[src/timer16_defines.svh]
`ifndef TIMER16_DEFINES_SVH
`define TIMER16_DEFINES_SVH
// ****************************************************************
// Register addresses on the I/O bus
// ****************************************************************
`define ADDR_CMPB_LO 6'h28
`define ADDR_CMPB_HI 6'h29
`define ADDR_CMPA_LO 6'h2A
`define ADDR_CMPA_HI 6'h2B
`define ADDR_CNT_LO  6'h2C
`define ADDR_CNT_HI  6'h2D
`define ADDR_CTRLB   6'h2E
// ****************************************************************
// Control register B fields and reset values
// ****************************************************************
`define CTRLB_FILT   7
`define CTRLB_EDGE   6
`define CTRLB_RES_HI 5
`define CTRLB_RES_LO 4
`define CTRLB_CTC    3
`define CTRLB_CS_HI  2
`define CTRLB_CS_LO  0
`define RESET_BYTE   8'h00
`define RESET_WORD   16'h0000
// ****************************************************************
// Clock select codes and prescaler masks
// ****************************************************************
`define CS_STOP      3'h0
`define CS_DIV1      3'h1
`define CS_DIV8      3'h2
`define CS_DIV64     3'h3
`define CS_DIV256    3'h4
`define CS_DIV1024   3'h5
`define CS_EXT_FALL  3'h6
`define CS_EXT_RISE  3'h7
`define PRE_M8       10'h007
`define PRE_M64      10'h03F
`define PRE_M256     10'h0FF
`define PRE_M1024    10'h3FF
// ****************************************************************
// Waveform tops and filter depth
// ****************************************************************
`define PWM_OFF      2'h0
`define PWM_8        2'h1
`define PWM_9        2'h2
`define TOP_8        16'h00FF
`define TOP_9        16'h01FF
`define TOP_10       16'h03FF
`define FILT_DEPTH   4
`endif

[src/timer16_pkg.sv]
`default_nettype none
package timer16_pkg;
   typedef struct packed {
      logic [9:0] div;
      logic [1:0] extSync;
      logic       extPrev;
      logic       tick;
   } presc_s;

   typedef struct packed {
      logic [1:0] pinSync;
      logic [3:0] hist;
      logic       level;
      logic       trig;
   } filt_s;

   typedef struct packed {
      logic [15:0] cnt;
      logic [15:0] cmpA;
      logic [15:0] cmpB;
      logic [7:0]  temp;
      logic        filt;
      logic        edgeSel;
      logic        ctc;
      logic [2:0]  cs;
      logic [7:0]  rdData;
      logic        counted;
      logic        down;
      logic        hitA;
      logic        hitB;
      logic        flagA;
      logic        flagB;
      logic [15:0] capVal;
      logic        capFlag;
   } core_s;
endpackage
`default_nettype wire

[src/timer16_prescaler.sv]
`timescale 1ns/10ps
`default_nettype none
`include "timer16_defines.svh"
module timer16_prescaler
(
   // Clock and reset
   input  wire logic       clk,
   input  wire logic       rstn,
   // Source select and external pin
   input  wire logic [2:0] clockSelect,
   input  wire logic       extPin,
   // Timer clock enable
   output logic            tick
);
   timer16_pkg::presc_s st_r;
   timer16_pkg::presc_s st_nxt;

   always_comb
   begin
      st_nxt = st_r;
      st_nxt.div = st_r.div + 10'h001;
      st_nxt.extSync = {st_r.extSync[0], extPin};
      st_nxt.extPrev = st_r.extSync[1];
      case (clockSelect)
         `CS_STOP:     st_nxt.tick = 1'b0;
         `CS_DIV1:     st_nxt.tick = 1'b1;
         `CS_DIV8:     st_nxt.tick = (st_r.div & `PRE_M8) == `PRE_M8;
         `CS_DIV64:    st_nxt.tick = (st_r.div & `PRE_M64) == `PRE_M64;
         `CS_DIV256:   st_nxt.tick = (st_r.div & `PRE_M256) == `PRE_M256;
         `CS_DIV1024:  st_nxt.tick = st_r.div == `PRE_M1024;
         `CS_EXT_FALL: st_nxt.tick = st_r.extPrev & ~st_r.extSync[1];
         default:      st_nxt.tick = ~st_r.extPrev & st_r.extSync[1];
      endcase
   end

   always_ff @(posedge clk or negedge rstn)
   begin
      if (!rstn)
         st_r <= '0;
      else
         st_r <= st_nxt;
   end

   assign tick = st_r.tick;
endmodule
`default_nettype wire

[src/timer16_capture_filter.sv]
`timescale 1ns/10ps
`default_nettype none
`include "timer16_defines.svh"
module timer16_capture_filter
(
   // Clock and reset
   input  wire logic clk,
   input  wire logic rstn,
   // Settings
   input  wire logic filterEnable,
   input  wire logic edgeSelect,
   // Capture pin and trigger
   input  wire logic capturePin,
   output logic      trigger
);
   timer16_pkg::filt_s st_r;
   timer16_pkg::filt_s st_nxt;
   logic               agree;

   // Pin sampled every clock, which is the crystal rate
   always_comb
   begin
      st_nxt = st_r;
      st_nxt.pinSync = {st_r.pinSync[0], capturePin};
      st_nxt.hist = {st_r.hist[2:0], st_r.pinSync[1]};
      agree = filterEnable ? (&st_nxt.hist | ~|st_nxt.hist) : 1'b1;
      st_nxt.trig = 1'b0;
      if (agree && st_nxt.hist[0] != st_r.level)
      begin
         st_nxt.level = st_nxt.hist[0];
         st_nxt.trig = st_nxt.hist[0] == edgeSelect;
      end
   end

   always_ff @(posedge clk or negedge rstn)
   begin
      if (!rstn)
         st_r <= '0;
      else
         st_r <= st_nxt;
   end

   assign trigger = st_r.trig;
endmodule
`default_nettype wire

[src/timer16_capture_compare_core.sv]
`timescale 1ns/10ps
`default_nettype none
`include "timer16_defines.svh"
// Summary of operation
// - Filter off: first sampled edge captures
// - Filter on: four agreeing samples before capture
// - Capture pin sampled every crystal clock
// - Edge select: zero falling, one rising
// - Control bits five and four read zero
// - Clear-on-compare: counter zeroed after match A
// - Clear bit off: matches never touch counter
// - Match seen one CPU cycle late
// - Waveform mode ignores the clear bit
// - Clock select: stop or prescaled core clock
// - Codes six, seven: external pin edges
// - High byte parked; low write loads all
// - Low read parks high byte for later
// - Counting resumes from written value next tick
// - Only counting, never writes, makes matches
// - Compare flag set cycle after match
// - Compare high byte parked until low write
// - Capture flag set with capture load
module timer16_capture_compare_core
(
   // Clock and reset
   input  wire logic        clk,
   input  wire logic        rstn,
   // I/O bus from the CPU core
   input  wire logic [5:0]  ioAddr,
   input  wire logic [7:0]  ioWrData,
   input  wire logic        ioWr,
   input  wire logic        ioRd,
   output logic      [7:0]  ioRdData,
   // Waveform mode from control register A
   input  wire logic [1:0]  pwmSelect,
   // Pins
   input  wire logic        capturePin,
   input  wire logic        externalCountPin,
   // Events and captured value
   output logic             compareAFlag,
   output logic             compareBFlag,
   output logic             captureFlag,
   output logic      [15:0] captureValue
);
   // ****************************************************************
   // Reset release
   // ****************************************************************
   logic [1:0] rstSync;
   logic       rstnInt;

   always_ff @(posedge clk or negedge rstn)
   begin
      if (!rstn)
         rstSync <= 2'b00;
      else
         rstSync <= {rstSync[0], 1'b1};
   end

   assign rstnInt = rstSync[1];

   // ****************************************************************
   // Timer clock and capture trigger
   // ****************************************************************
   timer16_pkg::core_s st_r;
   timer16_pkg::core_s st_nxt;
   logic               tick;
   logic               capTrig;

   timer16_prescaler u_prescaler
   (
      .clk         (clk),
      .rstn        (rstnInt),
      .clockSelect (st_r.cs),
      .extPin      (externalCountPin),
      .tick        (tick)
   );

   timer16_capture_filter u_filter
   (
      .clk          (clk),
      .rstn         (rstnInt),
      .filterEnable (st_r.filt),
      .edgeSelect   (st_r.edgeSel),
      .capturePin   (capturePin),
      .trigger      (capTrig)
   );

   // ****************************************************************
   // Bus decode
   // ****************************************************************
   logic        cntWrite;
   logic        cntLoRead;
   logic        pwmOn;
   logic [15:0] top;
   logic [15:0] cntCount;

   assign cntWrite  = ioWr && ioAddr == `ADDR_CNT_LO;
   assign cntLoRead = ioRd && ioAddr == `ADDR_CNT_LO;
   assign pwmOn     = pwmSelect != `PWM_OFF;

   always_comb
   begin
      if (pwmSelect == `PWM_8)
         top = `TOP_8;
      else if (pwmSelect == `PWM_9)
         top = `TOP_9;
      else
         top = `TOP_10;
   end

   // ****************************************************************
   // Next state
   // ****************************************************************
   always_comb
   begin
      st_nxt = st_r;
      cntCount = st_r.cnt;
      st_nxt.hitA = 1'b0;
      st_nxt.hitB = 1'b0;
      st_nxt.capFlag = 1'b0;
      st_nxt.flagA = st_r.hitA;
      st_nxt.flagB = st_r.hitB;

      // Counter: a write wins over a tick in the same cycle
      if (cntWrite)
      begin
         st_nxt.cnt = {st_r.temp, ioWrData};
         st_nxt.counted = 1'b0;
      end
      else if (tick)
      begin
         if (pwmOn)
         begin
            if (!st_r.down && st_r.cnt >= top)
            begin
               st_nxt.down = 1'b1;
               cntCount = st_r.cnt - 16'h0001;
            end
            else if (st_r.down && st_r.cnt == `RESET_WORD)
            begin
               st_nxt.down = 1'b0;
               cntCount = st_r.cnt + 16'h0001;
            end
            else if (st_r.down)
               cntCount = st_r.cnt - 16'h0001;
            else
               cntCount = st_r.cnt + 16'h0001;
         end
         else if (st_r.ctc && st_r.counted && st_r.cnt == st_r.cmpA)
            cntCount = `RESET_WORD;
         else
            cntCount = st_r.cnt + 16'h0001;
         st_nxt.cnt = cntCount;
         st_nxt.counted = 1'b1;
         st_nxt.hitA = cntCount == st_r.cmpA;
         st_nxt.hitB = cntCount == st_r.cmpB;
      end
      if (!pwmOn)
         st_nxt.down = 1'b0;

      // Capture loads the value and raises the flag together
      if (capTrig)
      begin
         st_nxt.capVal = st_r.cnt;
         st_nxt.capFlag = 1'b1;
      end

      // Register writes
      if (ioWr)
      begin
         if (ioAddr == `ADDR_CNT_HI || ioAddr == `ADDR_CMPA_HI || ioAddr == `ADDR_CMPB_HI)
            st_nxt.temp = ioWrData;
         else if (ioAddr == `ADDR_CMPA_LO)
            st_nxt.cmpA = {st_r.temp, ioWrData};
         else if (ioAddr == `ADDR_CMPB_LO)
            st_nxt.cmpB = {st_r.temp, ioWrData};
         else if (ioAddr == `ADDR_CTRLB)
         begin
            st_nxt.filt = ioWrData[`CTRLB_FILT];
            st_nxt.edgeSel = ioWrData[`CTRLB_EDGE];
            st_nxt.ctc = ioWrData[`CTRLB_CTC];
            st_nxt.cs = ioWrData[`CTRLB_CS_HI:`CTRLB_CS_LO];
         end
      end

      // Register reads, answered one cycle after the strobe
      st_nxt.rdData = `RESET_BYTE;
      if (ioRd)
      begin
         if (ioAddr == `ADDR_CNT_LO)
         begin
            st_nxt.rdData = st_r.cnt[7:0];
            st_nxt.temp = st_r.cnt[15:8];
         end
         else if (ioAddr == `ADDR_CNT_HI)
            st_nxt.rdData = st_r.temp;
         else if (ioAddr == `ADDR_CMPA_LO)
            st_nxt.rdData = st_r.cmpA[7:0];
         else if (ioAddr == `ADDR_CMPA_HI)
            st_nxt.rdData = st_r.cmpA[15:8];
         else if (ioAddr == `ADDR_CMPB_LO)
            st_nxt.rdData = st_r.cmpB[7:0];
         else if (ioAddr == `ADDR_CMPB_HI)
            st_nxt.rdData = st_r.cmpB[15:8];
         else if (ioAddr == `ADDR_CTRLB)
            st_nxt.rdData = {st_r.filt, st_r.edgeSel, 2'b00, st_r.ctc, st_r.cs};
      end
   end

   always_ff @(posedge clk or negedge rstnInt)
   begin
      if (!rstnInt)
         st_r <= '0;
      else
         st_r <= st_nxt;
   end

   // ****************************************************************
   // Outputs
   // ****************************************************************
   assign ioRdData     = st_r.rdData;
   assign compareAFlag = st_r.flagA;
   assign compareBFlag = st_r.flagB;
   assign captureFlag  = st_r.capFlag;
   assign captureValue = st_r.capVal;
endmodule
`default_nettype wire

[config.mk]
export PLATFORM = sky130hd
export DESIGN_NAME = timer16_capture_compare_core
export DESIGN_NICKNAME = d
export VERILOG_FILES = /design/src/timer16_pkg.sv /design/src/timer16_prescaler.sv /design/src/timer16_capture_filter.sv /design/src/timer16_capture_compare_core.sv
export VERILOG_INCLUDE_DIRS = /design/src
export SDC_FILE = /design/constraint.sdc
export NUM_CORES = 1
export LEC_CHECK = 0
export ABC_AREA = 1
export BUFFER_PORTS_ARGS = -buffer_cell sky130_fd_sc_hd__buf_4
export CAP_MARGIN = 20
export CELL_PAD_IN_SITES_DETAIL_PLACEMENT = 0
export CELL_PAD_IN_SITES_GLOBAL_PLACEMENT = 1
export CORE_ASPECT_RATIO = 1.5
export CORE_MARGIN = 5
export CORE_UTILIZATION = 45
export DETAILED_ROUTE_END_ITERATION = 8
export PLACE_DENSITY = 0.85
export SYNTH_ARGS = -nofsm -noshare
export SYNTH_HDL_FRONTEND = slang
export SYNTH_SLANG_ARGS = --single-unit
[constraint.sdc]
create_clock -name clk -period 4.9 [get_ports clk]
set_input_delay 0.98 -clock clk [delete_from_list [all_inputs] [get_ports clk]]
set_output_delay 0.98 -clock clk [all_outputs]
set_load 0.005 [all_outputs]
==> report_table.html <==
<table>
<tr><th>Metric</th><th>Value</th></tr>
<tr><th colspan="2">Floorplanning</th></tr>
<tr><td>I/O pin count</td><td>a little under 50</td></tr>
<tr><td>Starting Density</td><td>45.5%</td></tr>
<tr><td>Die outline area</td><td>about 19000 um2</td></tr>
<tr><td>DIE HEIGHT</td><td>approximately 170 um</td></tr>
<tr><td>Row Count</td><td>57</td></tr>
<tr><td>Std-Cell Core Area</td><td>16100 um2</td></tr>
<tr><td>Die extent in x</td><td>~110 um</td></tr>
<tr><th colspan="2">Placement</th></tr>
<tr><td>Buffers on Ports</td><td>48</td></tr>
<tr><td>Detailed placement HPWL</td><td>roughly 20000 um</td></tr>
<tr><td>Final weighted congestion of routability-driven global placement</td><td>about 1.0</td></tr>
<tr><th colspan="2">Route</th></tr>
<tr><td>Total wire length after detailed routing</td><td>~26000 um</td></tr>
<tr><td>Number of routed nets with antenna violations</td><td>0</td></tr>
<tr><td>Vias after detailed routing</td><td>between 7k and 8k</td></tr>
<tr><td>Initial DRT Pass Iterations</td><td>6</td></tr>
<tr><td>Detailed-route vias per instance</td><td>approximately 5.6</td></tr>
<tr><td>Routed wirelength normalized by instance count</td><td>approximately 21 um</td></tr>
<tr><td>Detailed-route DRC error count</td><td>0</td></tr>
<tr><td>Detailed Route Iter0 Violations</td><td>around 690</td></tr>
<tr><th colspan="2">Critical path</th></tr>
<tr><td>Critical setup path kind</td><td>primary input to register</td></tr>
<tr><td>Data arrival, critical path</td><td>about 3.6 ns</td></tr>
<tr><td>Most Frequent Cell on Critical Path</td><td>nor2_1</td></tr>
<tr><td>Crit path max fanout</td><td>18</td></tr>
<tr><td>Endpoint type of the worst setup path</td><td>register</td></tr>
<tr><td>Endpoint of the lowest-slack register-to-register path</td><td>st_nxt[18]</td></tr>
<tr><td>Critical Path Source Type</td><td>primary input</td></tr>
<tr><td>Critical path required time</td><td>5.23 ns</td></tr>
<tr><td>Register-to-Register Setup Slack</td><td>~1.9 ns</td></tr>
<tr><td>Largest incremental delay on the critical path</td><td>around 0.4 ns</td></tr>
<tr><td>Critical register-to-register path startpoint</td><td>st_r[77]</td></tr>
<tr><td>Slowest stage cell, crit path</td><td>nor2_4</td></tr>
<tr><td>FF-to-FF path depth</td><td>17</td></tr>
<tr><td>CP Cell Sequence</td><td>buf_4 -&gt; nor2_1 -&gt; nand4_1 -&gt; nor2_1 -&gt; inv_1 -&gt; nor2_4 -&gt; inv_1 -&gt; nand2_2 -&gt; inv_1 -&gt; nand3_1 -&gt; nor2_1 -&gt; nand2_1 -&gt; nor2_1 -&gt; nand3_1 -&gt; nor2_1</td></tr>
<tr><th colspan="2">Yosys</th></tr>
<tr><td>Synthesis-stage register bit count</td><td>116</td></tr>
<tr><td>Part of the Yosys area used for sequential elements</td><td>about two fifths</td></tr>
<tr><td>Summed instance area of the synthesized netlist</td><td>7340 um2</td></tr>
<tr><td>Number of enable-type register cells in the synthesized netlist</td><td>0</td></tr>
<tr><td>Number of synthesis warnings</td><td>0</td></tr>
<tr><td>Post-synthesis instance total</td><td>~1.1k</td></tr>
<tr><td>Main synth FF type</td><td>dfrtp_1</td></tr>
<tr><td>Average size of a mapped cell</td><td>between 6 and 7 um2</td></tr>
<tr><td>Net Count, Synth</td><td>~1.1k</td></tr>
<tr><td>Number of distinct library cells after synthesis</td><td>38</td></tr>
<tr><td>Asr flop ratio synth</td><td>100%</td></tr>
<tr><th colspan="2">GRT</th></tr>
<tr><td>Number of antenna violations at the first check in global routing</td><td>0</td></tr>
<tr><td>Number of global-route vias before repair</td><td>7041</td></tr>
<tr><td>Leftover overflow at the end of global routing</td><td>0</td></tr>
<tr><td>Global-route usage over all layers</td><td>28.4%</td></tr>
<tr><td>Wire length of the first global-routing pass</td><td>40700 um</td></tr>
<tr><td>Largest net degree at the start of global routing</td><td>70</td></tr>
<tr><th colspan="2">Clock network</th></tr>
<tr><td>Hold buffers post-CTS</td><td>0</td></tr>
<tr><td>Number of setup buffers added after CTS</td><td>0</td></tr>
<tr><td>Number of clock sinks</td><td>around 120</td></tr>
<tr><td>Clk pin slew, worst setup/hold paths</td><td>0.07 ns</td></tr>
<tr><td>Maximum root-to-sink buffer count</td><td>2</td></tr>
<tr><td>CTS buffer count</td><td>17</td></tr>
<tr><td>Clock root buffer</td><td>clkbuf_16</td></tr>
<tr><td>TritonCTS clock tree</td><td>built</td></tr>
<tr><td>CTS resizes</td><td>0</td></tr>
<tr><td>Insertion delay of the later-clocked pin in the worst-skew pair</td><td>~0.43 ns</td></tr>
<tr><td>H-Tree Level Count</td><td>4</td></tr>
<tr><th colspan="2">Timing</th></tr>
<tr><td>Setup violation total in the final timing report</td><td>0</td></tr>
<tr><td>Minimum period implied by the final worst setup slack</td><td>roughly 3.3 ns</td></tr>
<tr><td>Least-Margin Pin Slew</td><td>slightly above 1 ns</td></tr>
<tr><td>FMAX</td><td>a little over 300 MHz</td></tr>
<tr><td>Unrepaired setup endpoints after global routing</td><td>no</td></tr>
<tr><td>Setup skew after layout</td><td>about 0.017 ns</td></tr>
<tr><td>Number of max-slew violations in the final report</td><td>0</td></tr>
<tr><td>Fin crit share</td><td>66.6%</td></tr>
<tr><td>Final sum of negative setup slack</td><td>0 ns</td></tr>
<tr><td>Max-Slew Margin vs Limit</td><td>a little over 30%</td></tr>
<tr><td>Fin. Hold Viols</td><td>0</td></tr>
<tr><th colspan="2">Min path</th></tr>
<tr><td>Classification of the worst-slack hold path</td><td>primary input to asynchronous set/reset pin</td></tr>
<tr><th colspan="2">Pwr</th></tr>
<tr><td>Power per Cell Area</td><td>619 nW/um2</td></tr>
<tr><td>Design Power</td><td>slightly above 0.005 W</td></tr>
<tr><td>Leakage</td><td>~4.2 nW</td></tr>
<tr><td>Largest vdd supply drop</td><td>roughly 260 uV</td></tr>
<tr><th colspan="2">Finish</th></tr>
<tr><td>Share of post-route cells with drive strength above 1</td><td>approximately a tenth</td></tr>
<tr><td># diodes</td><td>0</td></tr>
<tr><td>Number of fill cells</td><td>1724</td></tr>
<tr><td>Layout Nets</td><td>~1.1k</td></tr>
<tr><td>Area growth from synthesis to final layout</td><td>12.3%</td></tr>
<tr><th colspan="2">Status</th></tr>
<tr><td>Run status</td><td>finished, final reports clean</td></tr>
<tr><th colspan="2">Flow run</th></tr>
<tr><td>Max-cap violations</td><td>0</td></tr>
</table>
## synth_stat cells, types with 10 or more instances
cell	instances	area [um2]
nand2_1	364	1370
dfrtp_1	116	2900
inv_1	112	420
nor2_1	96	360
nand3_1	78	390
o21ai_0	72	360
a21oi_1	31	155
buf_4	28	210
o221ai_1	20	175
nand4_1	18	113
xor2_1	16	140
clkbuf_1	15	56.3
o22ai_1	10	62.6
## cell type report
class,count,area [um2],share of cell area [%]
inverter,119,447,5.42
clock inverter,15,170,2.07
timing repair buffer,50,375,4.56
tap,206,258,3.13
sequential,116,2910,35.3
multi-input combinational,769,3660,44.4
clock buffer,17,425,5.16
## cells by family after synthesis
logic type	count (synthesis)	share of synthesized area, %
adder cells (fa/ha/maj)	9	1.54
other	1	0.0511
AO/OA/AOI/OAI	151	12.1
AND/OR/NAND/NOR	584	33.3
flip-flops	116	39.6
buffers and inverters	174	10.6
XOR/XNOR	24	2.87
## sequential cells by signal, indices dropped and copies added, names as in the netlist
register,count
st_r,64
captureValue,16
u_filter.st_nxt,5
compareBFlag,1
u_prescaler.tick,1
rstSync,2
u_filter.trigger,1
ioRdData,8
u_prescaler.st_nxt,2
u_filter.st_r,1
compareAFlag,1
captureFlag,1
u_prescaler.st_r,11
st_nxt,2
## cell usage in the layout, fill, tap and decap left out, types with 2 or more instances in the layout
cell        Yosys  routed
dfrtp_1       116     115
nand3_1        78      78
o22ai_1        10      10
nand3_2         2       2
nor2_4          2       2
nand2_4         3       3
buf_4          28      50
nor2_2          5       5
a31oi_1         4       4
clkinvlp_4      0       2
o221ai_1       20      20
nor2_1         96      96
xor2_1         16      16
nand2_2         5       5
nor3_1          4       4
bufinv_16       0       2
xnor2_1         8       8
nand2_1       364     364
clkinv_4        0       4
a21oi_1        31      31
inv_1         112     112
o211ai_1        9       9
nand3b_1        2       2
o21ai_0        72      72
clkinv_1        4       4
inv_6           0       5
clkbuf_16       0      17
ha_1            9       9
or2_2           2       2
o2111ai_1       3       3
inv_2           3       3
nand4_1        18      18
## per-layer routing
metal / share of wire (%) / up-vias / track usage (%)
met5: 0 / - / 0
met4: 8.3 / 0 / 21.1
met3: 6.3 / 100 / 4.81
met2: 48 / 306 / 46.0
met1: 37 / 3352 / 33.1
li1: - / 3423 / -
## power by group
group          switching [W]  total (W)  internal, W
Clock               0.000512    0.00127     0.000761
Combinational        0.00151    0.00224     0.000730
Sequential          0.000411    0.00158      0.00117
## metrics by stage
stage	util (%)	area, um2	cells	hold slack [ns]	worst slack [ns]
floorplan	-	7340	1059	0.331	1.43
global placement	47.4	7640	1260	0.338	1.23
detailed placement	47.4	7640	1260	0.340	1.22
CTS	51.1	8240	1292	0.314	1.67
global route	51.1	8240	1292	0.311	1.48
finish	51.1	8240	1292	0.325	1.64
## worst max-delay path by stage
stage / from / end / slack (ns) / depth (start not counted)
finish: ioAddr[4] / st_nxt[18] / 1.64 / 15
global route: ioAddr[4] / st_nxt[18] / 1.48 / 15
CTS: ioAddr[4] / st_nxt[18] / 1.67 / 15
detailed placement: ioAddr[4] / st_nxt[18] / 1.22 / 15
global placement: ioAddr[4] / st_nxt[18] / 1.23 / 15
floorplan: rstSync[1] / captureFlag / 1.43 / 0
## worst max-delay path: cells and delay by family
family / cells / cell delay (ns)
buffers and inverters: 4 / 0.64
and+or+nand+nor: 11 / 1.97
No activity file was read; power rests on OpenSTA's default activity.
